## config.mk

```make
export PLATFORM = sky130hd
export DESIGN_NAME = pmd_controller
export DESIGN_NICKNAME = d
export VERILOG_FILES = /design/src/pmd_pkg.sv /design/src/pmd_controller.sv /design/src/pmd_row_mem.sv
export SDC_FILE = /design/constraint.sdc
export NUM_CORES = 1
export LEC_CHECK = 0
export ABC_CLOCK_PERIOD_IN_PS = 3400
export BUFFER_PORTS_ARGS = -buffer_cell sky130_fd_sc_hd__buf_4
export CELL_PAD_IN_SITES_DETAIL_PLACEMENT = 1
export CELL_PAD_IN_SITES_GLOBAL_PLACEMENT = 1
export CORE_MARGIN = 1
export CORE_UTILIZATION = 39
export CTS_CLUSTER_DIAMETER = 40
export DETAILED_ROUTE_END_ITERATION = 7
export PLACE_DENSITY = 0.8
export SLEW_MARGIN = 20
export SYNTH_ARGS = -nofsm -noshare
export SYNTH_HDL_FRONTEND = slang
export SYNTH_SLANG_ARGS = --single-unit
```

## constraint.sdc

```tcl
create_clock -name clk -period 3.4 [get_ports clk]
set_clock_uncertainty 0.1 [all_clocks]
set_input_delay 0.68 -clock clk [delete_from_list [all_inputs] [get_ports clk]]
set_output_delay 0.68 -clock clk [all_outputs]
set_load 0.02 [all_outputs]
```

## src/pmd_pkg.sv

```systemverilog
// Constants, types and the bank table of the page-mode DRAM and boot ROM controller.
package pmd_pkg;
    localparam logic [3:0]  WB_CTRL_OFS     = 4'h0;
    localparam logic [3:0]  WB_STAT_OFS     = 4'h4;
    localparam int          CTRL_CFG_LSB    = 0;
    localparam int          CTRL_REMAP_BIT  = 4;
    localparam int          CTRL_PAGE_BIT   = 5;
    localparam int          CTRL_WSA_BIT    = 6;
    localparam int          CTRL_WSB_BIT    = 7;
    localparam int          CTRL_SHADOW_BIT = 8;
    localparam logic [8:0]  CTRL_RESET      = 9'h130;
    localparam int          STAT_OPEN_LSB   = 0;
    localparam int          STAT_STATE_LSB  = 4;
    localparam int          STAT_HIT_BIT    = 8;
    localparam int          STAT_REF_BIT    = 9;

    localparam logic [23:0] ADDR_640K       = 24'h0A0000;
    localparam logic [23:0] ADDR_1M         = 24'h100000;
    localparam logic [23:0] REMAP_SPAN      = 24'h060000;
    localparam logic [23:0] ROM_LO_BASE     = 24'h0E0000;
    localparam logic [23:0] ROM_HI_BASE     = 24'hFE0000;

    localparam logic [2:0]  CYC_INTA        = 3'h0;
    localparam logic [2:0]  CYC_IO_RD       = 3'h2;
    localparam logic [2:0]  CYC_IO_WR       = 3'h3;
    localparam logic [2:0]  CYC_CODE_RD     = 3'h4;
    localparam logic [2:0]  CYC_HALT        = 3'h5;
    localparam logic [2:0]  CYC_DATA_RD     = 3'h6;
    localparam logic [2:0]  CYC_DATA_WR     = 3'h7;

    localparam logic [1:0]  STS_IDLE        = 2'h3;
    localparam logic [1:0]  STS_READ        = 2'h2;
    localparam logic [1:0]  STS_WRITE       = 2'h1;
    localparam logic [1:0]  STS_ACK         = 2'h0;

    localparam logic [2:0]  ALE_CLKS        = 3'h2;
    localparam logic [2:0]  PHASE_CLKS      = 3'h2;
    localparam logic [2:0]  PRECHARGE_CLKS  = 3'h3;
    localparam logic [1:0]  FIRST_WAITS     = 2'h1;
    localparam logic [1:0]  ROM_WAITS       = 2'h2;
    localparam logic [1:0]  MISS_WAITS_SLOW = 2'h2;
    localparam logic [1:0]  MISS_WAITS_FAST = 2'h1;

    // Bank end addresses in megabytes, bank 0 in the lowest slot.
    localparam logic [3:0][4:0] BANK_END_256K = {5'h04, 5'h03, 5'h02, 5'h01};
    localparam logic [3:0][4:0] BANK_END_MIX  = {5'h0A, 5'h06, 5'h02, 5'h01};
    localparam logic [3:0][4:0] BANK_END_1M   = {5'h10, 5'h0C, 5'h08, 5'h04};

    typedef enum logic [3:0] {
        ST_IDLE = 4'h0,
        ST_ALE  = 4'h1,
        ST_HOLD = 4'h2,
        ST_PRE  = 4'h3,
        ST_RAS  = 4'h4,
        ST_MUX  = 4'h5,
        ST_WAIT = 4'h6,
        ST_RDY  = 4'h7,
        ST_RPRE = 4'h8,
        ST_REF  = 4'h9
    } pmd_state_e;

    // The unlisted type code 10 decodes like the all-1M layout.
    function automatic logic [4:0] pmd_bank_end(input logic [3:0] cfg, input logic [1:0] idx);
        case (cfg[3:2])
            2'h0:    return BANK_END_256K[idx];
            2'h1:    return BANK_END_MIX[idx];
            default: return BANK_END_1M[idx];
        endcase
    endfunction
endpackage

```

## src/pmd_controller.sv

```systemverilog
// Page-mode DRAM and boot ROM controller with its Wishbone strap and status registers.
module pmd_controller (
    input  wire logic        clk,
    input  wire logic        rst_n,
    input  wire logic        wb_cyc_i,
    input  wire logic        wb_stb_i,
    input  wire logic        wb_we_i,
    input  wire logic [3:0]  wb_adr_i,
    input  wire logic [3:0]  wb_sel_i,
    input  wire logic [31:0] wb_dat_i,
    output logic      [31:0] wb_dat_o,
    output logic             wb_ack_o,
    input  wire logic [23:1] cpuAddr,
    input  wire logic        addrStrobeN,
    input  wire logic        memIoSel,
    input  wire logic        dataCtrlSel,
    input  wire logic        writeRead,
    input  wire logic        refreshReqN,
    input  wire logic        cpuPhaseClock,
    output logic      [3:0]  bankRowStrobeN,
    output logic             colStrobeN,
    output logic             bufferedMemRdN,
    output logic             bufferedMemWrN,
    output logic             onboardReadyN,
    output logic             nextAddrReqN,
    output logic      [1:0]  offboardStatus,
    output logic             romSelectN,
    output logic             romOutputEnN,
    output logic             addrLatchStrobe,
    output logic      [9:0]  dramAddr
);
    typedef struct packed {
        pmd_pkg::pmd_state_e st;
        logic [2:0]          cnt;
        logic [1:0]          waits;
        logic [8:0]          ctrl;
        logic                wbAck;
        logic [31:0]         wbDat;
        logic [3:0]          rasN;
        logic                casN;
        logic                bmrN;
        logic                bmwN;
        logic [1:0]          sts;
        logic                romCsN;
        logic                romOeN;
        logic                ale;
        logic                muxCol;
        logic [9:0]          maddr;
        logic [9:0]          col;
        logic [12:0]         tag;
        logic [1:0]          bank;
        logic                isWrite;
        logic                isDram;
        logic                lastHit;
        logic                phA;
        logic                phB;
    } pmd_ctl_s;

    pmd_ctl_s r;
    pmd_ctl_s n;

    logic [3:0]  bankCfgSel;
    logic        remapDisableN;
    logic        pageSizeSel;
    logic        waitSelA;
    logic        waitSelB;
    logic        shadowEnableN;
    logic [23:0] byteAddr;
    logic [23:0] physAddr;
    logic [24:0] topAddr;
    logic [24:0] remapEnd;
    logic [3:0]  belowEnd;
    logic [1:0]  bankIdx;
    logic [1:0]  dramBank;
    logic        belowTop;
    logic        inHole;
    logic        inRomLo;
    logic        inRomHi;
    logic        remapHit;
    logic        shadowHit;
    logic        memAccess;
    logic        goDram;
    logic        goRom;
    logic [2:0]  cycCode;
    logic [1:0]  missWaits;
    logic [9:0]  rowAddr;
    logic [9:0]  colAddr;
    logic [12:0] rowTag;
    logic [12:0] memTag;
    logic        tagMatch;
    logic        refreshing;

    assign bankCfgSel    = r.ctrl[pmd_pkg::CTRL_CFG_LSB +: 4];
    assign remapDisableN = r.ctrl[pmd_pkg::CTRL_REMAP_BIT];
    assign pageSizeSel   = r.ctrl[pmd_pkg::CTRL_PAGE_BIT];
    assign waitSelA      = r.ctrl[pmd_pkg::CTRL_WSA_BIT];
    assign waitSelB      = r.ctrl[pmd_pkg::CTRL_WSB_BIT];
    assign shadowEnableN = r.ctrl[pmd_pkg::CTRL_SHADOW_BIT];

    assign byteAddr   = {cpuAddr, 1'b0};
    assign cycCode    = {memIoSel, dataCtrlSel, writeRead};
    assign refreshing = (r.st == pmd_pkg::ST_RPRE) || (r.st == pmd_pkg::ST_REF);

    // Each bank covers the space from the previous bank's end up to its own end.
    genvar g;
    generate
        for (g = 0; g < 4; g++) begin : gBank
            assign belowEnd[g] = {1'b0, byteAddr} < {pmd_pkg::pmd_bank_end(bankCfgSel, 2'(g)), 20'h00000};
        end
    endgenerate

    always_comb begin
        topAddr  = {pmd_pkg::pmd_bank_end(bankCfgSel, bankCfgSel[1:0]), 20'h00000};
        remapEnd = topAddr + {1'b0, pmd_pkg::REMAP_SPAN};
        belowTop = belowEnd[bankCfgSel[1:0]];
        if (belowEnd[0]) begin
            bankIdx = 2'h0;
        end else if (belowEnd[1]) begin
            bankIdx = 2'h1;
        end else if (belowEnd[2]) begin
            bankIdx = 2'h2;
        end else begin
            bankIdx = 2'h3;
        end
        inHole  = (byteAddr >= pmd_pkg::ADDR_640K) && (byteAddr < pmd_pkg::ADDR_1M);
        inRomLo = byteAddr[23:17] == pmd_pkg::ROM_LO_BASE[23:17];
        inRomHi = byteAddr[23:17] == pmd_pkg::ROM_HI_BASE[23:17];
        remapHit = remapDisableN && ({1'b0, byteAddr} >= topAddr) && ({1'b0, byteAddr} < remapEnd);
        // Writes into the low ROM window always land in DRAM so the shadow copy can be made.
        shadowHit = inRomLo && (writeRead || !shadowEnableN);
        memAccess = memIoSel && (cycCode != pmd_pkg::CYC_HALT);
        goDram = memAccess && !inRomHi && ((belowTop && !inHole) || remapHit || shadowHit);
        goRom  = memAccess && (inRomLo || inRomHi) && !goDram;
        dramBank = (remapHit || shadowHit) ? 2'h0 : bankIdx;
        if (remapHit) begin
            physAddr = byteAddr - topAddr[23:0] + pmd_pkg::ADDR_640K;
        end else begin
            physAddr = byteAddr;
        end
        rowTag = physAddr[23:11];
        // Row bits pass from the CPU bus; the column comes from the copy taken at ALE fall.
        if (refreshing) begin
            rowAddr = cpuAddr[10:1];
        end else if (pageSizeSel) begin
            rowAddr = physAddr[20:11];
        end else begin
            rowAddr = physAddr[21:12];
        end
        colAddr = pageSizeSel ? {cpuAddr[1], physAddr[10:2]} : physAddr[11:2];
        if (pageSizeSel) begin
            tagMatch = memTag == r.tag;
        end else begin
            tagMatch = memTag[12:1] == r.tag[12:1];
        end
        if (waitSelA && waitSelB) begin
            missWaits = pmd_pkg::MISS_WAITS_FAST;
        end else if (waitSelA && r.isWrite) begin
            missWaits = pmd_pkg::MISS_WAITS_FAST;
        end else begin
            missWaits = pmd_pkg::MISS_WAITS_SLOW;
        end
    end

    pmd_row_mem uRowMem (
        .clk   (clk),
        .rst_n (rst_n),
        .rdIdx (r.bank),
        .wrEn  (r.st == pmd_pkg::ST_RAS),
        .wrIdx (r.bank),
        .wrTag (r.tag),
        .rdTag (memTag)
    );

    always_comb begin
        n = r;
        // The phase clock is a pin, so it is synchronised before the sequencer looks at it.
        n.phA = cpuPhaseClock;
        n.phB = r.phA;

        // Register bus: ack one cycle after the request, a write lands on the ack edge.
        n.wbAck = wb_cyc_i && wb_stb_i && !r.wbAck;
        n.wbDat = 32'h0000_0000;
        if (wb_adr_i == pmd_pkg::WB_CTRL_OFS) begin
            n.wbDat[8:0] = r.ctrl;
        end else if (wb_adr_i == pmd_pkg::WB_STAT_OFS) begin
            n.wbDat[pmd_pkg::STAT_OPEN_LSB +: 4]  = ~r.rasN;
            n.wbDat[pmd_pkg::STAT_STATE_LSB +: 4] = r.st;
            n.wbDat[pmd_pkg::STAT_HIT_BIT]        = r.lastHit;
            n.wbDat[pmd_pkg::STAT_REF_BIT]        = refreshing;
        end
        if (wb_cyc_i && wb_stb_i && wb_we_i && r.wbAck && wb_adr_i == pmd_pkg::WB_CTRL_OFS) begin
            if (wb_sel_i[0]) begin
                n.ctrl[7:0] = wb_dat_i[7:0];
            end
            if (wb_sel_i[1]) begin
                n.ctrl[8] = wb_dat_i[8];
            end
        end

        case (r.st)
            pmd_pkg::ST_IDLE: begin
                n.casN   = 1'b1;
                n.bmrN   = 1'b1;
                n.bmwN   = 1'b1;
                n.romCsN = 1'b1;
                n.romOeN = 1'b1;
                n.sts    = pmd_pkg::STS_IDLE;
                n.muxCol = 1'b0;
                n.cnt    = 3'h0;
                // Refresh wins over a new cycle and ignores whatever the bus is doing.
                if (!refreshReqN) begin
                    n.rasN = 4'hF;
                    n.st   = pmd_pkg::ST_RPRE;
                end else if (!addrStrobeN && r.phB && cycCode != 3'h1) begin
                    n.ale     = 1'b1;
                    n.st      = pmd_pkg::ST_ALE;
                    n.isWrite = writeRead;
                    n.isDram  = goDram;
                    n.bank    = dramBank;
                    n.tag     = rowTag;
                    n.romCsN  = !goRom;
                    if (!goDram && !goRom) begin
                        case (cycCode)
                            pmd_pkg::CYC_INTA:    n.sts = pmd_pkg::STS_ACK;
                            pmd_pkg::CYC_HALT:    n.sts = pmd_pkg::STS_ACK;
                            pmd_pkg::CYC_IO_RD:   n.sts = pmd_pkg::STS_READ;
                            pmd_pkg::CYC_IO_WR:   n.sts = pmd_pkg::STS_WRITE;
                            pmd_pkg::CYC_CODE_RD: n.sts = pmd_pkg::STS_READ;
                            pmd_pkg::CYC_DATA_RD: n.sts = pmd_pkg::STS_READ;
                            default:              n.sts = pmd_pkg::STS_WRITE;
                        endcase
                    end
                end
            end
            pmd_pkg::ST_ALE: begin
                n.cnt = r.cnt + 3'h1;
                if (r.cnt == pmd_pkg::ALE_CLKS - 3'h1) begin
                    n.ale = 1'b0;
                    n.cnt = 3'h0;
                    n.col = colAddr;
                    n.sts = pmd_pkg::STS_IDLE;
                    if (r.isDram) begin
                        n.bmrN = r.isWrite;
                        n.bmwN = !r.isWrite;
                        n.lastHit = !r.rasN[r.bank] && tagMatch;
                        if (!r.rasN[r.bank] && tagMatch) begin
                            n.muxCol = 1'b1;
                            if (r.isWrite) begin
                                n.st = pmd_pkg::ST_HOLD;
                            end else begin
                                n.casN = 1'b0;
                                n.st   = pmd_pkg::ST_RDY;
                            end
                        end else if (!r.rasN[r.bank]) begin
                            n.rasN[r.bank] = 1'b1;
                            n.st           = pmd_pkg::ST_PRE;
                        end else begin
                            n.rasN[r.bank] = 1'b0;
                            n.waits        = pmd_pkg::FIRST_WAITS;
                            n.st           = pmd_pkg::ST_RAS;
                        end
                    end else if (!r.romCsN) begin
                        n.romOeN = r.isWrite;
                        n.waits  = pmd_pkg::ROM_WAITS;
                        n.st     = pmd_pkg::ST_WAIT;
                    end else begin
                        n.st = pmd_pkg::ST_IDLE;
                    end
                end
            end
            pmd_pkg::ST_HOLD: begin
                // A page-hit write waits one phase-clock period before the column strobe.
                n.cnt = r.cnt + 3'h1;
                if (r.cnt == pmd_pkg::PHASE_CLKS - 3'h1) begin
                    n.cnt  = 3'h0;
                    n.casN = 1'b0;
                    n.st   = pmd_pkg::ST_RDY;
                end
            end
            pmd_pkg::ST_PRE: begin
                n.cnt = r.cnt + 3'h1;
                if (r.cnt == pmd_pkg::PRECHARGE_CLKS - 3'h1) begin
                    n.cnt          = 3'h0;
                    n.rasN[r.bank] = 1'b0;
                    n.waits        = missWaits;
                    n.st           = pmd_pkg::ST_RAS;
                end
            end
            pmd_pkg::ST_RAS: begin
                n.muxCol = 1'b1;
                n.st     = pmd_pkg::ST_MUX;
            end
            pmd_pkg::ST_MUX: begin
                n.casN = 1'b0;
                n.st   = pmd_pkg::ST_WAIT;
            end
            pmd_pkg::ST_WAIT: begin
                n.cnt = r.cnt + 3'h1;
                if ({1'b0, r.cnt} + 4'h1 >= {1'b0, r.waits, 1'b0}) begin
                    n.cnt = 3'h0;
                    n.st  = pmd_pkg::ST_RDY;
                end
            end
            pmd_pkg::ST_RDY: begin
                n.cnt = r.cnt + 3'h1;
                if (r.cnt == pmd_pkg::PHASE_CLKS - 3'h1) begin
                    // The row strobe is left low so the next access can hit the open page.
                    n.cnt    = 3'h0;
                    n.casN   = 1'b1;
                    n.bmrN   = 1'b1;
                    n.bmwN   = 1'b1;
                    n.romCsN = 1'b1;
                    n.romOeN = 1'b1;
                    n.st     = pmd_pkg::ST_IDLE;
                end
            end
            pmd_pkg::ST_RPRE: begin
                n.cnt = r.cnt + 3'h1;
                if (r.cnt == pmd_pkg::PRECHARGE_CLKS - 3'h1) begin
                    n.cnt  = 3'h0;
                    n.rasN = 4'h0;
                    n.st   = pmd_pkg::ST_REF;
                end
            end
            pmd_pkg::ST_REF: begin
                // Refresh destroys every open page, so all banks come back closed.
                if (refreshReqN) begin
                    n.rasN = 4'hF;
                    n.st   = pmd_pkg::ST_IDLE;
                end
            end
            default: begin
                n.st = pmd_pkg::ST_IDLE;
            end
        endcase
        // The pins follow the new mux select, so a hit's column stands when its column strobe falls.
        n.maddr = n.muxCol ? n.col : rowAddr;
    end

    always_ff @(posedge clk) begin
        if (!rst_n) begin
            r         <= '0;
            r.st      <= pmd_pkg::ST_IDLE;
            r.ctrl    <= pmd_pkg::CTRL_RESET;
            r.rasN    <= 4'hF;
            r.casN    <= 1'b1;
            r.bmrN    <= 1'b1;
            r.bmwN    <= 1'b1;
            r.sts     <= pmd_pkg::STS_IDLE;
            r.romCsN  <= 1'b1;
            r.romOeN  <= 1'b1;
        end else begin
            r <= n;
        end
    end

    assign wb_dat_o        = r.wbDat;
    assign wb_ack_o        = r.wbAck;
    assign bankRowStrobeN  = r.rasN;
    assign colStrobeN      = r.casN;
    assign bufferedMemRdN  = r.bmrN;
    assign bufferedMemWrN  = r.bmwN;
    assign onboardReadyN   = !(r.st == pmd_pkg::ST_RDY);
    assign nextAddrReqN    = !(r.st == pmd_pkg::ST_RDY);
    assign offboardStatus  = r.sts;
    assign romSelectN      = r.romCsN;
    assign romOutputEnN    = r.romOeN;
    assign addrLatchStrobe = r.ale;
    assign dramAddr        = r.maddr;
endmodule

```

## src/pmd_row_mem.sv

```systemverilog
// Four-entry open-row tag memory with a registered read port.
module pmd_row_mem (
    input  wire logic        clk,
    input  wire logic        rst_n,
    input  wire logic [1:0]  rdIdx,
    input  wire logic        wrEn,
    input  wire logic [1:0]  wrIdx,
    input  wire logic [12:0] wrTag,
    output logic      [12:0] rdTag
);
    typedef struct packed {
        logic [3:0][12:0] rows;
        logic [12:0]      rd;
    } pmd_mem_s;

    pmd_mem_s r;
    pmd_mem_s n;

    always_comb begin
        n = r;
        n.rd = r.rows[rdIdx];
        if (wrEn) begin
            n.rows[wrIdx] = wrTag;
        end
    end

    always_ff @(posedge clk) begin
        if (!rst_n) begin
            r <= '0;
        end else begin
            r <= n;
        end
    end

    assign rdTag = r.rd;
endmodule

```

Yosys cells after proc, flatten, opt, wreduce, memory -nomap -nowiden --
Index checks and enable logic that the tools add are counted. Widths: inputs -> output; s select.
Operators by class: equality and inequality tests 43, $add $sub $neg 5, $lt $le $gt $ge 12, bitwise gates (word level) 6, reduce and logical (&&, ||, !) cells 66, mux-type cells 91
Operators with widths (count):
- $lt 24x25->1 | 5
- $mux 10 | 6
- $bwmux 52 | 1
- $mux 4 | 12
- $mux 9 | 5
- $pmux 4 s10 | 1
- $mux 7 | 5
- $bmux 5 s2 | 3
- $ne 2x2->1 const B | 15
- $bmux 13 s2 | 1
- $demux 13 s2 | 1
- $mux 13 | 2
- $add 25x19->25 const B | 1
- $ge 24x25->1 | 1
- $add 24x20->24 const B | 1
- $ge 24x20->1 const B | 1
- $lt 24x21->1 const B | 1
- $mux 24 | 1
- $mux 3 | 8
- $sub 24x24->24 | 1
- $logic_and 1x1->1 | 22
- $mux 2 | 11
- $pmux 3 s7 | 1
- $eq 4x3->1 const B | 5
- 53 further kinds | 112
Word-level totals: input bits 74, word-level logic and storage cells 255, flip-flop bits (word level) 169

Logic depth before layout (Yosys ltp) --
Gate-level depths: netlist of run 1.
depth after elaboration 18, gate-level depth with buffers 16

By module --
From an unflattened synthesis of run 1, not the netlist that was laid out.
Unflattened totals: cells, all modules 1132, area total of the unflattened synthesis 9331.4 um2
Modules (own cells, without submodules):
- pmd_controller | area each 6700.2 um2, times used 1, cells an instance 874, sequential area each 1641.6 um2
- pmd_row_mem | area each 2631.3 um2, times used 1, cells an instance 258, sequential area each 1301.2 um2

Worst setup path after synthesis of run 1 --
Ideal clock, no wire load.
kind register to register, start register r, in the netlist bankCfgSel[1], end register r, in the netlist dramAddr[8], data required time 3176 ps, setup time 124 ps, period minus slack after synthesis 3183 ps, buffers on the path 0, slack 217 ps, arrival time 2960 ps, cell stages (with the launch flop) 15, cell sequence dfxtp_1 -> ha_1 -> nor2b_1 -> a211oi_1 -> a21oi_1 -> inv_1 -> ha_1 -> nand4b_1 -> a2111oi_2 -> nand3_1 -> nand2_1 -> o31ai_1 -> a221oi_1 -> nor4b_1 -> o2bb2ai_1
On the way: cells in the longest elaborated chain, start to end 11, elaborated cells on any way between the ends 21
Ends and longest elaborated chain:
- start: declaration | RTL line pmd_controller.sv:59 | pmd_ctl_s r;
- start signal: assignment | RTL line pmd_controller.sv:353 | r <= n;
- $bmux 5 s2, on equally long branches | RTL line pmd_pkg.sv:67, pmd_pkg.sv:65, pmd_pkg.sv:66
- $mux 5, on equally long branches | RTL line pmd_pkg.sv:67, pmd_pkg.sv:65, pmd_pkg.sv:66
- $pmux 5 s2 * | RTL line pmd_pkg.sv:64 | case (cfg[3:2])
- $add 25x19->25 / $ge 24x25->1 (equally long branches) | RTL line pmd_controller.sv:114, pmd_controller.sv:128
- $lt 24x25->1 / $logic_and 1x1->1 (equally long branches) | RTL line pmd_controller.sv:128 | remapHit = remapDisableN && ({1'b0, byteAddr} >= topAddr) && ({1'b0, byteAddr} < remapEnd);
- $logic_and 1x1->1 | RTL line pmd_controller.sv:128
- $mux 24 * | RTL line pmd_controller.sv:135 | if (remapHit) begin
- $mux 10 | RTL line pmd_controller.sv:149 | colAddr = pageSizeSel ? {cpuAddr[1], physAddr[10:2]} : physAddr[11:2];
- $mux 10 | RTL line pmd_controller.sv:237 | if (r.cnt == pmd_pkg::ALE_CLKS - 3'h1) begin
- $mux 10 | RTL line pmd_controller.sv:200 | case (r.st)
- $mux 10 * | RTL line pmd_controller.sv:337 | n.maddr = n.muxCol ? n.col : rowAddr;
Every way passes the cells marked *; elsewhere a longest branch is shown, timed or not. The select of a mux whose other input is x is not followed. A chain may end at the register's enable or synchronous reset.

Worst setup path in the final report of run 1 --
start register r, in the netlist bankCfgSel[0], end register r, in the netlist dramAddr[8]
The elaborated chain is that of the path after synthesis.

==> metrics, run 1 <==
Critical Path Max Stage Delay ~370 ps; routed wire length about 30000 um; Distinct cells, synth 79; CP Buf/Inv Count 5; Comb power frac between 20 and 25%; Fillers 2730; cell chain of the critical path inv_2 > buf_6 > ha_2 > a211oi_4 > a21oi_2 > buf_4 > fa_2 > nand4b_1 > a2111oi_4 > buf_4 > and3_4 > buf_12 > and3_1 > mux2_1 > nor4b_2 > o2bb2ai_1; Final Wtd Congestion between 0.8 and 0.9; Final Cycle Share roughly 97%; CP Launch Type flip-flop; H-tree Lvls 4; worst r2r src bankCfgSel[0]; CP Max Fanout 14; sequential group share of total power 37.4%; sequential-to-total area share from yosys stat about a third; Net Switching between 0.0015 and 0.002 W; Post-synth EDFFs 0; Starting Density 39.9%; Fmax between 300 and 400 MHz; TritonRoute pass-1 iters 5; Final Util between 40 and 50%; ys async rst share 0%; Die ar. 23800 um2; commonest non-fill, non-tap cells in the layout buf_4, nand2_1, dfxtp_1, nor2_1, a21oi_1; area delta synth->final 21.8%; Int Power around 0.0034 W; area of the mapped netlist just over 9000 um2; commonest non-fill, non-tap cell in the layout buf_4; CTS tree built; Design Power ~0.005 W; Worst Path Arrival about 3500 ps; later-pin clock latency in the skew report approximately 440 ps; Global Route Usage Sum 25.4%; Max Root-Sink Buffers 2; PwrDens between 400 and 500 nW/um2; Multi-input gate area 5590 um2; Die Y 154 um; Die X around 150 um; placed cell areas around 10000 um2; DRC Markers 0; post-route ant nets 0; VDD IR max roughly 0.00036 V; DR iter-0 viols 464; vias in the first global route between 8000 and 9000; Vias approximately 8700; Core Box Area 22700 um2; cell area after layout 11000 um2; critical path class reg -> reg; CP dominant cell by count buf_4; share of cells above drive strength 1 about a fifth; clock share of power around 41%; minimum clock period between 3000 and 4000 ps; Ys Warns 0; Nets between 1000 and 1500; CP Capture Type flip-flop; Synth Instances 1115; setup TNS 0 ps; register area 2950 um2; Pins Over Slew Limit 0; I/O Buffers 83; Routed WL per cell between 15 and 20 um; antenna diode count 0; sw frac 31.9%; final hold viol count 0; post-DP HPWL 21600 um; Max transition margin about 48%; CTS clk-pin slew, worst paths 60 ps; dominant synthesized flop cell dfxtp_1; vias per cell about 5.7; Avg Cell Area, Syn approximately 8.1 um2; worst hold start n[0]; first-pass GRT wire length about 47000 um; gr ovfl total 0; Max stage delay cell, worst path dfxtp_4; total CTS buffers 17; initial antenna violation count 0; Leak 4.82 nW; largest net degree at the start of global routing 47; crit path from bankCfgSel[0]; cell family with most CP delay simple AND/OR/NAND/NOR gates; Final setup viols 0; synthesis-stage register bit count about 150; worst hold path type reg -> reg; Worst-Margin Slew 783 ps; Data required, critical path between 3000 and 4000 ps; # IOs 131; status complete, no violations; num rows 55; Max-Cap Viols 0; total clock sinks roughly 150; CTS Root Cell clkbuf_16
-- layout make-up --
type,instances,share of cell area [%]
tap,285,3.23
multi-input combinational,829,50.7
clock inverter,15,1.91
timing repair buffer,167,11.6
clock buffer,17,3.86
sequential,147,26.8
inverter,57,1.94
-- worst paths after layout --
kind              slack (ps)     endpoint  cells past startpoint
setup / recovery         120  dramAddr[8]                     16
hold reg to reg          340         r[0]                      1
hold / removal           340         r[0]                      1
setup reg to reg         120  dramAddr[8]                     16
-- cell families (layout without fill, tap and decap cells) --
group / Yosys count / in the layout / share of synthesized area (%)
buf+inv: 160 / 256 / 8.74
mux: 67 / 67 / 9.38
flops: 147 / 147 / 32.5
other cells: 1 / 22 / 0.0414
fa+ha+maj: 53 / 53 / 7.40
xor+xnor: 28 / 28 / 2.71
compound gates: 255 / 255 / 18.3
simple gates: 404 / 404 / 20.9
-- per-stage QoR --
stage	hold slack, ps	std cells	setup slack [ps]
after global placement	320	1479	-77.2
after global routing	356	1517	-23.1
after detailed placement	323	1479	-379
after floorplan	312	1136	217
after CTS	338	1512	12.4
final	336	1517	119
-- cells in the mapped netlist (16+ instances only) --
library cell  count  area (um2)
nor3_1           21         105
nand2b_1         16         100
buf_4            49         368
inv_1            56         210
o21ai_0          42         210
clkbuf_1         45         169
mux2i_1          50         500
nand2_1         146         548
a211oi_1         21         158
nor2_1          114         428
a21oi_1          90         450
and2_1           23         144
xor2_1           18         158
dfxtp_1         147        2940
ha_1             52         651
-- timing repair --
item,CTS,global route
setup endpoints to repair,24,18
gates cloned,1,0
pin swaps,5,8
gates resized for setup,24,26
buffers inserted,0,5
hold buffers,0,0
-- state kept, by name, summed over array words and instances (netlist names) --
name,flops
uRowMem.rdTag,13
colStrobeN,1
bankCfgSel,4
romSelectN,1
addrLatchStrobe,1
offboardStatus,2
n,1
wb_dat_o,10
romOutputEnN,1
bufferedMemRdN,1
bankRowStrobeN,4
bufferedMemWrN,1
dramAddr,10
pageSizeSel,1
wb_ack_o,1
r,43
uRowMem.r,52
-- power groups by stage --
| stage | clock, W | sequential, W | combinational [W] |
|---|---|---|---|
| floorplan | 0 | 0.00187 | 0.000743 |
| global placement | 0 | 0.00191 | 0.00102 |
| detailed placement | 0 | 0.00191 | 0.00106 |
| CTS | 0.00204 | 0.00187 | 0.00108 |
| global route | 0.00213 | 0.00188 | 0.00119 |
| finish | 0.00203 | 0.00187 | 0.00110 |
-- layer usage --
| layer | global-route usage (%) | share of wire, % |
|---|---|---|
| met1 | 29.7 | 42 |
| met2 | 45.3 | 50 |
| met3 | 4.03 | 4.5 |
| met4 | 12.2 | 3.4 |
| met5 | 0.207 | 0 |
(Power assumes the default switching activity.)
==> run 2, diff against run 1 <==
- PLACE_DENSITY: 0.8 -> default
- PLACE_DENSITY_LB_ADDON: default -> 0.1
==> run 2 against run 1 <==
Worst hold slack improved by 12 ps. Core utilization fell by 0.072 points. First-iteration DRC count fell by 28%. Total power fell by 3.1%. Critical path depth rose by 1. Register-to-register slack improved by 110 ps. Fmax rose by 3.5%. Final area fell by 0.15%. Clock power fell by 8%.
==> metrics, run 2 (synthesized netlist as in run 1, its figures left out) <==
Fillers 2750 (+0.73%); Pins Over Slew Limit 0 (unchanged); Nets 1355 (+0.67%); CTS Hold Bufs 0 (unchanged); H-tree Lvls 4 (unchanged); placed cell areas 10300 um2 (+1.1%); area delta synth->final 21.6%; Routed WL per cell 18.8 um (-5.5%); Int Power 0.00323 W (-5.4%); Starting Density 39.9% (unchanged); crit path from bankCfgSel[0]; Final setup viols 0 (unchanged); Fmax 315 MHz (+3.5%); status complete, no violations; CTS Root Cell clkbuf_16; CTS clk-pin slew, worst paths 70 ps (about the same); Die ar. 23800 um2 (unchanged); VDD IR max 0.000387 V (+6.5%); largest register by flop count uRowMem.r; sequential group share of total power 38.6% (+1.2 points); total clock sinks 147 (unchanged); sw frac 33.5% (+1.6 points); Die Y 154 um (unchanged); commonest non-fill, non-tap cells in the layout buf_4, nand2_1, dfxtp_1, nor2_1, a21oi_1; CP Capture Type flip-flop; register area 2950 um2 (-0.13%); CP Max Fanout 8 (-6); gr ovfl total 0 (unchanged); commonest non-fill, non-tap cell in the layout buf_4; Max Root-Sink Buffers 2 (unchanged); minimum clock period 3170 ps (-112 ps); Design Power 0.00485 W (-3.1%); Vias 8300 (-4.3%); Final Cycle Share 93.2% (-3.3 points); Global Route Usage Sum 24.7% (-0.72 points); share of cells above drive strength 1 21.1% (+0.089 points); cell area after layout 11000 um2 (-0.15%); Comb power frac 22.9% (+0.9 points); initial antenna violation count 0 (unchanged); post-route ant nets 0 (unchanged); Max-Cap Viols 0 (unchanged); vias in the first global route 8494 (-5.4%); critical path class reg -> reg; final hold viol count 0 (unchanged); worst hold path type reg -> reg; Critical Path Max Stage Delay 370 ps (about the same); worst hold start wb_ack_o; first-pass GRT wire length 46100 um (-2.6%); PwrDens 440 nW/um2 (-3.0%); vias per cell 5.44 (-4.8%); TritonRoute pass-1 iters 4 (-1); CTS tree built; post-DP HPWL 21600 um (about the same); non-filler instance count after layout 1526 (+0.59%); Data required, critical path 3600 ps (-20 ps); Worst Path Arrival 3370 ps (-130 ps); Leak 4.83 nW (+0.26%); routed wire length 28700 um (-4.9%); Max transition margin 40.7% (-7.0 points); CP Launch Type flip-flop; cell chain of the critical path inv_4 > ha_4 > o211ai_1 > ha_2 > inv_1 > fa_2 > nand4b_1 > a2111oi_2 > buf_4 > nand3_2 > buf_6 > nand2_2 > nor3_1 > nor4_2 > buf_4 > nor4b_4 > a21oi_1; total CTS buffers 17 (unchanged); I/O Buffers 83 (unchanged); RSZ-0062 raised after global routing false; num rows 55 (unchanged); DRC Markers 0 (unchanged); Die X 154 um (unchanged); Net Switching 0.00162 W (+1.7%); Worst-Margin Slew 889 ps (+106 ps); # IOs 131 (unchanged); Max stage delay cell, worst path dfxtp_4; clock share of power 38.5% (-2.1 points); Cells after DPL 1492 (+0.88%); antenna diode count 0 (unchanged); CP dominant cell by count buf_4; later-pin clock latency in the skew report 430 ps (about the same); largest net degree at the start of global routing 64 (+36%); DR iter-0 viols 334 (-28%); worst r2r src bankCfgSel[0]; max reg flops 52 (unchanged); Final Wtd Congestion 0.837 (-5.3%); Core Box Area 22700 um2 (unchanged); Multi-input gate area 5550 um2 (-0.63%)
run 2: cell count changes in the layout (fill, tap and decap cells not counted), moves of 2 or more:
cell        delta
buf_4         +10
bufinv_16      -3
clkinvlp_4     +3
inv_2          -3
inv_8          -3
a211oi_1       +2
a211oi_2       -2
clkinv_8       +2
ha_2           -2
inv_1          +2
run 2: what timing repair did:
item	in CTS	in global routing
endpoints found under the setup margin	11	21
pin swaps	1	14
gates resized for setup	11	27
setup buffers	0	2
run 2: worst paths after layout:
check,end,slack (ps),depth (start not counted)
setup / recovery,offboardStatus[0],230,17
hold / removal,wb_ack_o,350,1
setup reg to reg,offboardStatus[0],230,17
hold reg to reg,wb_ack_o,350,1
run 2: power groups by stage:
stage	logic, W	registers, W	clock network [W]
floorplan	0.000743	0.00187	0
global placement	0.00107	0.00191	0
detailed placement	0.00109	0.00191	0
CTS	0.00110	0.00187	0.00191
global route	0.00122	0.00188	0.00197
finish	0.00111	0.00187	0.00187
run 2: area by class of cell:
class,count,share of cell area (%)
Sequential cell,147,26.8
Multi-Input combinational cell,829,50.4
Clock inverter,14,1.28
Timing Repair Buffer,176,12.3
Tap cell,285,3.24
Clock buffer,18,3.99
Inverter,57,1.97
run 2: critical path, delay by kind of cell, from the launching register on:
family / cells / cell delay [ps]
AND/OR/NAND/NOR: 6 / 880
buffers and inverters: 5 / 550
adder cells (fa/ha/maj): 3 / 760
flip-flops: 1 / 370
AO/OA/AOI/OAI: 3 / 360
run 2: metal layers:
metal  part of all wire, %  track usage [%]
met5                     0                0
met4                   1.8             7.59
met3                   3.5             3.73
met2                    48             42.3
met1                    47             32.0
run 2: stage by stage:
step / setup WS (ps) / utilization [%] / setup TNS [ps] / hold WS (ps)
after floorplan: 217 / - / 0 / 312
after global placement: -134 / 45.1 / -461 / 319
after detailed placement: -207 / 45.1 / -967 / 326
after CTS: -16.8 / 47.9 / -45.6 / 352
after global routing: 13.7 / 48.5 / 0 / 366
final: 230 / 48.5 / 0 / 349
